===== config.mk =====
export PLATFORM = sky130hd
export DESIGN_NAME = psd_core
export DESIGN_NICKNAME = d
export VERILOG_FILES = /design/src/include/psd_pkg.sv /design/src/rtl/psd_core.sv
export SDC_FILE = /design/constraint.sdc
export NUM_CORES = 1
export LEC_CHECK = 0
export BUFFER_PORTS_ARGS = -buffer_cell sky130_fd_sc_hd__buf_2
export CORE_UTILIZATION = 40
export DETAILED_ROUTE_END_ITERATION = 10
export SYNTH_ARGS = -nofsm -noshare
export SYNTH_HDL_FRONTEND = slang
export SYNTH_SLANG_ARGS = --single-unit

===== constraint.sdc =====
create_clock -name sys_clk -period 5.3 [get_ports sys_clk]
set_input_delay 0.265 -clock sys_clk [delete_from_list [all_inputs] [get_ports sys_clk]]
set_output_delay 0.265 -clock sys_clk [all_outputs]
set_load 0.05 [all_outputs]

===== src/include/psd_pkg.sv =====
// Constants and types shared by the synthesizer divider core.
// Assumes a single crystal-rate clock; register offsets are whole-register (24-bit word) addresses on a plain port.
package psd_pkg;
  localparam int PSD_ADDR_W = 8;
  localparam int PSD_DATA_W = 24;
  localparam int PSD_RATIO_W = 14;
  localparam logic [7:0] PSD_ADDR_CFG = 8'hd0;
  localparam logic [7:0] PSD_ADDR_STAT = 8'hd1;
  localparam logic [7:0] PSD_ADDR_CTRL = 8'hd2;
  // Layout of the first input register
  localparam int PSD_DIV_LSB = 0;
  localparam int PSD_SWAL_W = 4;
  localparam int PSD_MAIN_W = 12;
  localparam int PSD_REF_LSB = 16;
  localparam int PSD_MODE_BIT = 20;
  localparam int PSD_BAND_BIT = 21;
  localparam int PSD_XTAL_BIT = 22;
  localparam int PSD_RDSEL_BIT = 23;
  // Layout of the second input register and the lock status word
  localparam int PSD_UNLK_CLR_BIT = 0;
  localparam int PSD_TEST_BIT = 1;
  localparam int PSD_ST_UNLOCK_BIT = 0;
  localparam int PSD_ST_TEN_BIT = 1;
  localparam logic [23:0] PSD_CFG_RST = 24'h000000;
  localparam logic [23:0] PSD_CTRL_RST = 24'h000000;
  // Dual-modulus prescaler: last count of the divide-by-16 and divide-by-17 cycles
  localparam logic [4:0] PSD_PRESC_LAST_LO = 5'h0f;
  localparam logic [4:0] PSD_PRESC_LAST_HI = 5'h10;
  // Crystal cycles per reference period; zero marks a rate that cannot be made
  localparam logic [13:0] PSD_RATIO_XTAL_LO [16] = '{
    14'h2328, 14'h1194, 14'h0708, 14'h05dc, 14'h05a0, 14'h0480, 14'h0384, 14'h02d0,
    14'h0240, 14'h01f4, 14'h01c2, 14'h0168, 14'h00b4, 14'h005a, 14'h002d, 14'h0000};
  localparam logic [13:0] PSD_RATIO_XTAL_HI [16] = '{
    14'h3840, 14'h1c20, 14'h0b40, 14'h0960, 14'h0900, 14'h0000, 14'h05a0, 14'h0480,
    14'h0000, 14'h0320, 14'h02d0, 14'h0240, 14'h0120, 14'h0090, 14'h0048, 14'h0000};
  typedef enum logic [1:0] {
    direct_low_mode,
    swallow_mid_mode,
    swallow_vhf_mode,
    halved_vhf_mode
  } psd_div_mode_e;
endpackage


===== src/rtl/psd_core.sv =====
// Digital core of a tuning synthesizer: programmable divider, reference divider,
// phase comparator and unlock detection, with settings reached over a plain register port.
// Assumes sys_clk is the crystal clock; band inputs and the latch strobe arrive asynchronously.
`timescale 1ns/1ps
`default_nettype none

module psd_core (
  input wire logic sys_clk,
  input wire logic arst_n,
  input wire logic [psd_pkg::PSD_ADDR_W-1:0] reg_addr,
  input wire logic [psd_pkg::PSD_DATA_W-1:0] reg_wdata,
  input wire logic reg_wr,
  input wire logic reg_rd,
  output logic [psd_pkg::PSD_DATA_W-1:0] reg_rdata,
  input wire logic latch_strobe,
  input wire logic low_band_input,
  input wire logic high_band_input,
  output logic phase_out_a,
  output logic phase_out_a_oe,
  output logic phase_out_b,
  output logic phase_out_b_oe
);
  import psd_pkg::*;

  logic [1:0] rst_sync_q;
  logic rst_n;
  logic [1:0] latch_sync_q, lo_sync_q, hi_sync_q;
  logic latch_prev_q, lo_prev_q, hi_prev_q;
  logic latch_fall, lo_rise, hi_rise;
  logic [23:0] cfg_sh_q, cfg_q, ctrl_sh_q;
  logic ctrl_pend_q, clr_evt;
  psd_div_mode_e div_mode;
  logic in_edge, stage_edge, halve_q, presc_tick, main_step, div_tick;
  logic [4:0] presc_cnt_q, presc_last;
  logic [3:0] swal_cnt_q;
  logic [11:0] main_cnt_q, main_load;
  logic [13:0] ref_cnt_q, ref_ratio;
  logic ref_tick;
  logic up_q, dn_q, up_d, dn_d, err;
  logic unlock_q, ten_q;
  logic [23:0] rd_val;

  // Reset release through two flops
  always_ff @(posedge sys_clk or negedge arst_n) begin
    if (!arst_n) begin
      rst_sync_q <= 2'h0;
    end else begin
      rst_sync_q <= {rst_sync_q[0], 1'b1};
    end
  end
  assign rst_n = rst_sync_q[1];

  // Pins pass two flops; only the second is looked at by edge detectors
  always_ff @(posedge sys_clk or negedge rst_n) begin
    if (!rst_n) begin
      latch_sync_q <= 2'h0;
      lo_sync_q <= 2'h0;
      hi_sync_q <= 2'h0;
      latch_prev_q <= 1'b0;
      lo_prev_q <= 1'b0;
      hi_prev_q <= 1'b0;
    end else begin
      latch_sync_q <= {latch_sync_q[0], latch_strobe};
      lo_sync_q <= {lo_sync_q[0], low_band_input};
      hi_sync_q <= {hi_sync_q[0], high_band_input};
      latch_prev_q <= latch_sync_q[1];
      lo_prev_q <= lo_sync_q[1];
      hi_prev_q <= hi_sync_q[1];
    end
  end
  assign latch_fall = latch_prev_q & ~latch_sync_q[1];
  assign lo_rise = lo_sync_q[1] & ~lo_prev_q;
  assign hi_rise = hi_sync_q[1] & ~hi_prev_q;

  // Writes land in shadows; nothing changes behaviour until the strobe falls
  always_ff @(posedge sys_clk or negedge rst_n) begin
    if (!rst_n) begin
      cfg_sh_q <= PSD_CFG_RST;
      ctrl_sh_q <= PSD_CTRL_RST;
    end else if (reg_wr) begin
      if (reg_addr == PSD_ADDR_CFG) begin
        cfg_sh_q <= reg_wdata;
      end
      if (reg_addr == PSD_ADDR_CTRL) begin
        ctrl_sh_q <= reg_wdata;
      end
    end
  end

  always_ff @(posedge sys_clk or negedge rst_n) begin
    if (!rst_n) begin
      cfg_q <= PSD_CFG_RST;
    end else if (latch_fall) begin
      cfg_q <= cfg_sh_q;
    end
  end

  // A write during the strobe edge is kept for the next transfer
  always_ff @(posedge sys_clk or negedge rst_n) begin
    if (!rst_n) begin
      ctrl_pend_q <= 1'b0;
    end else if (reg_wr && reg_addr == PSD_ADDR_CTRL) begin
      ctrl_pend_q <= 1'b1;
    end else if (latch_fall) begin
      ctrl_pend_q <= 1'b0;
    end
  end
  assign clr_evt = latch_fall & ctrl_pend_q & ctrl_sh_q[PSD_UNLK_CLR_BIT];

  always_comb begin
    unique case ({cfg_q[PSD_BAND_BIT], cfg_q[PSD_MODE_BIT]})
      2'b00: div_mode = direct_low_mode;
      2'b01: div_mode = swallow_mid_mode;
      2'b10: div_mode = swallow_vhf_mode;
      2'b11: div_mode = halved_vhf_mode;
    endcase
  end

  assign in_edge = cfg_q[PSD_BAND_BIT] ? hi_rise : lo_rise;

  // Divide-by-2 front stage passes every second edge
  always_ff @(posedge sys_clk or negedge rst_n) begin
    if (!rst_n) begin
      halve_q <= 1'b0;
    end else if (div_mode != halved_vhf_mode) begin
      halve_q <= 1'b0;
    end else if (in_edge) begin
      halve_q <= ~halve_q;
    end
  end
  assign stage_edge = in_edge & ((div_mode != halved_vhf_mode) | halve_q);

  // Prescaler divides by 17 while swallow count remains, else by 16
  assign presc_last = (swal_cnt_q != 4'h0) ? PSD_PRESC_LAST_HI : PSD_PRESC_LAST_LO;
  always_ff @(posedge sys_clk or negedge rst_n) begin
    if (!rst_n) begin
      presc_cnt_q <= 5'h00;
    end else if (div_mode == direct_low_mode) begin
      presc_cnt_q <= 5'h00;
    end else if (stage_edge) begin
      presc_cnt_q <= (presc_cnt_q >= presc_last) ? 5'h00 : presc_cnt_q + 5'h01;
    end
  end
  assign presc_tick = stage_edge & (presc_cnt_q >= presc_last);

  // Direct mode feeds the main counter straight from the input
  assign main_step = (div_mode == direct_low_mode) ? stage_edge : presc_tick;
  assign main_load = (div_mode == direct_low_mode) ? cfg_q[15:4] : cfg_q[15:4];
  assign div_tick = main_step & (main_cnt_q <= 12'h001);

  always_ff @(posedge sys_clk or negedge rst_n) begin
    if (!rst_n) begin
      main_cnt_q <= 12'h000;
    end else if (main_step) begin
      main_cnt_q <= div_tick ? main_load : main_cnt_q - 12'h001;
    end
  end

  always_ff @(posedge sys_clk or negedge rst_n) begin
    if (!rst_n) begin
      swal_cnt_q <= 4'h0;
    end else if (div_mode == direct_low_mode) begin
      swal_cnt_q <= 4'h0;
    end else if (div_tick) begin
      swal_cnt_q <= cfg_q[PSD_DIV_LSB +: PSD_SWAL_W];
    end else if (presc_tick && swal_cnt_q != 4'h0) begin
      swal_cnt_q <= swal_cnt_q - 4'h1;
    end
  end

  // Reference divider; unassigned rates give no reference edges at all
  assign ref_ratio = cfg_q[PSD_XTAL_BIT] ? PSD_RATIO_XTAL_HI[cfg_q[PSD_REF_LSB +: 4]]
                                          : PSD_RATIO_XTAL_LO[cfg_q[PSD_REF_LSB +: 4]];
  assign ref_tick = (ref_cnt_q == 14'h0000) & (ref_ratio != 14'h0000);
  always_ff @(posedge sys_clk or negedge rst_n) begin
    if (!rst_n) begin
      ref_cnt_q <= 14'h0000;
    end else if (ref_tick) begin
      ref_cnt_q <= ref_ratio - 14'h0001;
    end else if (ref_cnt_q != 14'h0000) begin
      ref_cnt_q <= ref_cnt_q - 14'h0001;
    end
  end

  // Phase-frequency detector: up means divider lags, dn means it leads
  always_comb begin
    up_d = up_q | ref_tick;
    dn_d = dn_q | div_tick;
    if (up_d && dn_d) begin
      up_d = 1'b0;
      dn_d = 1'b0;
    end
  end
  always_ff @(posedge sys_clk or negedge rst_n) begin
    if (!rst_n) begin
      up_q <= 1'b0;
      dn_q <= 1'b0;
    end else begin
      up_q <= up_d;
      dn_q <= dn_d;
    end
  end

  // Both pins carry the same result so each loop filter sees it unchanged
  always_ff @(posedge sys_clk or negedge rst_n) begin
    if (!rst_n) begin
      phase_out_a <= 1'b0;
      phase_out_a_oe <= 1'b0;
      phase_out_b <= 1'b0;
      phase_out_b_oe <= 1'b0;
    end else begin
      phase_out_a <= up_q;
      phase_out_a_oe <= up_q ^ dn_q;
      phase_out_b <= up_q;
      phase_out_b_oe <= up_q ^ dn_q;
    end
  end

  // A second edge on either side before the other answers is a missed period
  assign err = (ref_tick & up_q) | (div_tick & dn_q);

  // Set wins over clear so an error in the clearing cycle is not lost
  always_ff @(posedge sys_clk or negedge rst_n) begin
    if (!rst_n) begin
      unlock_q <= 1'b0;
    end else if (err) begin
      unlock_q <= 1'b1;
    end else if (clr_evt) begin
      unlock_q <= 1'b0;
    end
  end

  always_ff @(posedge sys_clk or negedge rst_n) begin
    if (!rst_n) begin
      ten_q <= 1'b0;
    end else if (ref_tick) begin
      ten_q <= 1'b1;
    end else if (clr_evt) begin
      ten_q <= 1'b0;
    end
  end

  always_comb begin
    rd_val = 24'h000000;
    unique case (reg_addr)
      PSD_ADDR_CFG: rd_val = cfg_q;
      PSD_ADDR_STAT: begin
        if (cfg_q[PSD_RDSEL_BIT]) begin
          rd_val = cfg_q;
        end else begin
          rd_val[PSD_ST_UNLOCK_BIT] = unlock_q;
          rd_val[PSD_ST_TEN_BIT] = ten_q;
        end
      end
      PSD_ADDR_CTRL: rd_val = ctrl_sh_q;
      default: rd_val = 24'h000000;
    endcase
  end
  always_ff @(posedge sys_clk or negedge rst_n) begin
    if (!rst_n) begin
      reg_rdata <= 24'h000000;
    end else begin
      reg_rdata <= reg_rd ? rd_val : 24'h000000;
    end
  end
endmodule

`default_nettype wire


==> results.py <==
metrics = {
    "sta": {
        "rsz0062_at_grt": "no",
        "period_needed_ns": 4.45,
        "timing.slew.headroom": 0.340,
        "fmax_mhz": 225,
        "setup_viol": 0,
        "hold_slack_ns": 0.0827,
        "tns_ns": 0,
        "worst_pin_slew_ns": 0.990,
        "maxSlewViolCount": 0,
        "hold_viol": 0,
        "fin_crit_sh": 0.839,
        "skew_ns": 0.0121,
    },
    "synth": {
        "yosys.area_share.adder": 0.0364,
        "ys_types": 71,
        "synth-seq-area-share": 0.521,
        "muxShareOfSynthArea": 0.119,
        "syn_nets": 716,
        "synth_top_family_by_area": "compound AO/OA/AOI/OAI gates",
        "yosys_most_used_dff": "dfrtp_1",
        "synth_edf_count": 0,
        "yosys.area_share.simple": 0.134,
        "ys_async_sr_fraction": 1.00,
        "synth_compound_area_frac": 0.152,
        "ys_seq_elements": 150,
        "netlist_area_mm2": 0.00721,
        "avgSynthCellArea_um2": 11.0,
        "synth_xor_area_frac": 0.00607,
        "synthCells": 656,
        "yosysWarningCount": 0,
    },
    "layout": {
        "drive_gt1_frac": 0.273,
        "finalNetCount": 784,
        "fin_util": 0.479,
        "syn_to_final_growth_pct": 16.2,
        "final_cells": 963,
    },
    "floorplan": {
        "rows": 48,
        "die-area_mm2": 0.0186,
        "start_util": 0.413,
        "dieHeight_um": 136,
        "die_width_um": 136,
        "io_pins": 67,
        "core_area_mm2": 0.0175,
    },
    "detailed_routing": {
        "vias": 5342,
        "vias_per_cell": 5.55,
        "drcViolationCount": 0,
        "first_pass_iters": 4,
        "drt_wl_total_mm": 17.2,
        "routedWlPerCell_um": 17.8,
        "dr.first_iter.drc_count": 283,
        "final_antenna_net_count": 0,
    },
    "cts": {
        "post-cts-setup-buffer-count": 0,
        "cts_root_buf": "clkbuf_16",
        "cts_sinks": 150,
        "htreeDepth": 4,
        "max-clock-path-buffers": 2,
        "clk_pin_slew_ns": 0.06,
        "cts_tree": "yes",
        "worstSkewPairLatency_ns": 0.43,
        "cts-buffers-inserted": 17,
        "post_cts_resized": 0,
    },
    "critical_path": {
        "worst_setup_path_end_kind": "flop",
        "path_class": "flop to flop",
        "critPathLaunchType": "flop",
        "required_ns": 5.64,
        "worstPathArrival_ns": 4.79,
        "crit_path_max_fanout": 32,
    },
    "global_route": {
        "grtUsageTotal": 0.201,
        "gr-total-overflow": 0,
        "grt_max_degree": 78,
        "grt_pass1_vias": 5463,
        "antenna_found_initial": 1,
        "grt_pass1_wl_mm": 28.5,
    },
    "flow_run": {
        "drv_cap": 0,
    },
    "placement": {
        "routabilityCongestion": 0.863,
        "portBuffers": 66,
        "dp_hpwl_mm": 11.6,
        "post-place-cells": 926,
    },
    "power_and_ir_drop": {
        "p_leak_uw": 0.00404,
        "irDropWorstVdd_v": 0.000312,
        "p_per_area_mw_per_mm2": 368,
    },
    "run_status": {
        "status": "complete, no violations",
    },
    "worst_hold_path": {
        "hold_path.class": "input pin to flop",
    },
}
==> routing by layer <==
layer | GRT usage | vias to the layer above | wire (µm)
li1 | - | 2504 | -
met1 | 0.261 | 2718 | 7870
met2 | 0.332 | 108 | 8490
met3 | 0.0474 | 12 | 654
met4 | 0.0623 | 0 | 133
met5 | 0 | - | 0
==> worst max-delay path: stages, from the launching register on <==
cell	delay, ns
dfrtp_1	0.99
mux2i_1	0.33
o32ai_1	0.19
or4b_1	0.51
or3_4	0.37
nor3_4	0.36
nor2_2	0.13
a31oi_1	0.20
ha_1	0.31
nand2_1	0.10
a21oi_1	0.23
and4b_1	0.32
a311oi_1	0.11
nor3_1	0.19
==> timing repair <==
action                                 in CTS  in global routing
hold buffers                                4                  0
setup endpoints to repair                   0                  0
endpoints found under the hold margin       5                  0
==> placed cells by master, fill, tap and decap left out, types with 5 or more instances in the layout <==
master     netlist  layout
mux2i_1          9       9
o21ai_0         29      29
or3_1            5       5
nand2_1         38      38
nor2b_1          9       8
or2_2            7       7
nand3_1         16      16
xor2_1           5       5
a21o_1           9       9
clkbuf_16        0      17
nor3_1          10       9
a21oi_1         46      46
a22oi_1         24      24
buf_4            3       9
dfrtp_1        150     149
nor2_1          53      53
and3_1           5       5
inv_1           21      21
buf_2            4      66
a31oi_1          7       7
o21a_1           7       7
nand2b_1        13      13
o22ai_1          5       5
mux2_2          68      68
ha_1            21      21
inv_6            0       5
==> flip-flops by register name, summed over array words and instances (netlist names), 2 cells and up <==
name	count
cfg_sh_q	24
swal_cnt_q	4
reg_rdata	24
ref_cnt_q	14
ctrl_sh_q	24
main_cnt_q	12
latch_sync_q	2
lo_sync_q	2
hi_sync_q	2
cfg_q	24
rst_sync_q	2
presc_cnt_q	5
==> power breakdown <==
part | leakage (µW) | total (µW) | switching (µW) | internal [µW]
Combinational | 0.00177 | 521 | 309 | 212
Sequential | 0.00200 | 1420 | 135 | 1280
Clock | 0.000266 | 1150 | 522 | 626
==> area by class of cell <==
cell class / instances / area (µm²)
tap: 225 / 282
inverter: 22 / 85.1
antenna: 1 / 2.50
fill: 1603 / 9100
clock buffer: 19 / 443
multi-input combinational: 454 / 3250
clock inverter: 13 / 116
sequential: 150 / 3760
timing repair buffer: 79 / 438
==> per-stage QoR <==
stage	total power (µW)	area, µm²	worst slack (ns)
after floorplan	1810	7210	0.811
after global placement	1940	7770	0.992
after detailed placement	1950	7770	0.880
after CTS	3110	8370	0.877
after global routing	3240	8380	0.476
final	3080	8380	0.854
==> cell families (layout without fill, tap and decap cells) <==
kind of cell,Yosys count,after routing
other cells,1,2
xor+xnor,5,5
simple gates,183,183
flops,150,150
mux,77,77
fa+ha+maj,21,21
buf+inv,52,133
compound gates,167,167
==> final timing paths <==
| kind | startpoint | end | cells after the start | slack [ns] |
|---|---|---|---|---|
| setup / recovery | cfg_q[18]$_DFFE_PN0P_ | ref_cnt_q[12]$_DFFE_PN0P_ | 13 | 0.85 |
| hold / removal | reg_wdata[5] | cfg_sh_q[5]$_DFFE_PN0P_ | 2 | 0.08 |
| hold reg to reg | hi_sync_q[0]$_DFF_PN0_ | hi_sync_q[1]$_DFF_PN0_ | 0 | 0.35 |
| max in group asynchronous | rst_sync_q[1]$_DFF_PN0_ | ctrl_sh_q[8]$_DFFE_PN0P_ | 1 | 3.72 |
| min in group asynchronous | arst_n | rst_sync_q[1]$_DFF_PN0_ | 2 | 0.14 |
| setup reg to reg | cfg_q[18]$_DFFE_PN0P_ | ref_cnt_q[12]$_DFFE_PN0P_ | 13 | 0.85 |
==> cells in the mapped netlist (all sizes together) (5+ instances only) <==
library cell / n / area, µm²
buf: 9 / 65.1
ha: 21 / 263
mux2i: 9 / 90.1
and3: 5 / 31.3
o22ai: 5 / 31.3
nor2: 54 / 205
or2: 8 / 50.1
a22oi: 24 / 180
nor3: 12 / 76.3
o21ai: 30 / 150
dfrtp: 150 / 3750
mux2: 68 / 766
nand3: 16 / 80.1
inv: 22 / 85.1
xor2: 5 / 43.8
a21oi: 46 / 230
nor2b: 9 / 56.3
a31oi: 7 / 43.8
a21o: 9 / 67.6
clkbuf: 21 / 78.8
o21a: 7 / 52.6
nand2: 38 / 143
or3: 6 / 42.5
nand2b: 13 / 81.3
Note: power is estimated with default switching activity, not from simulation.
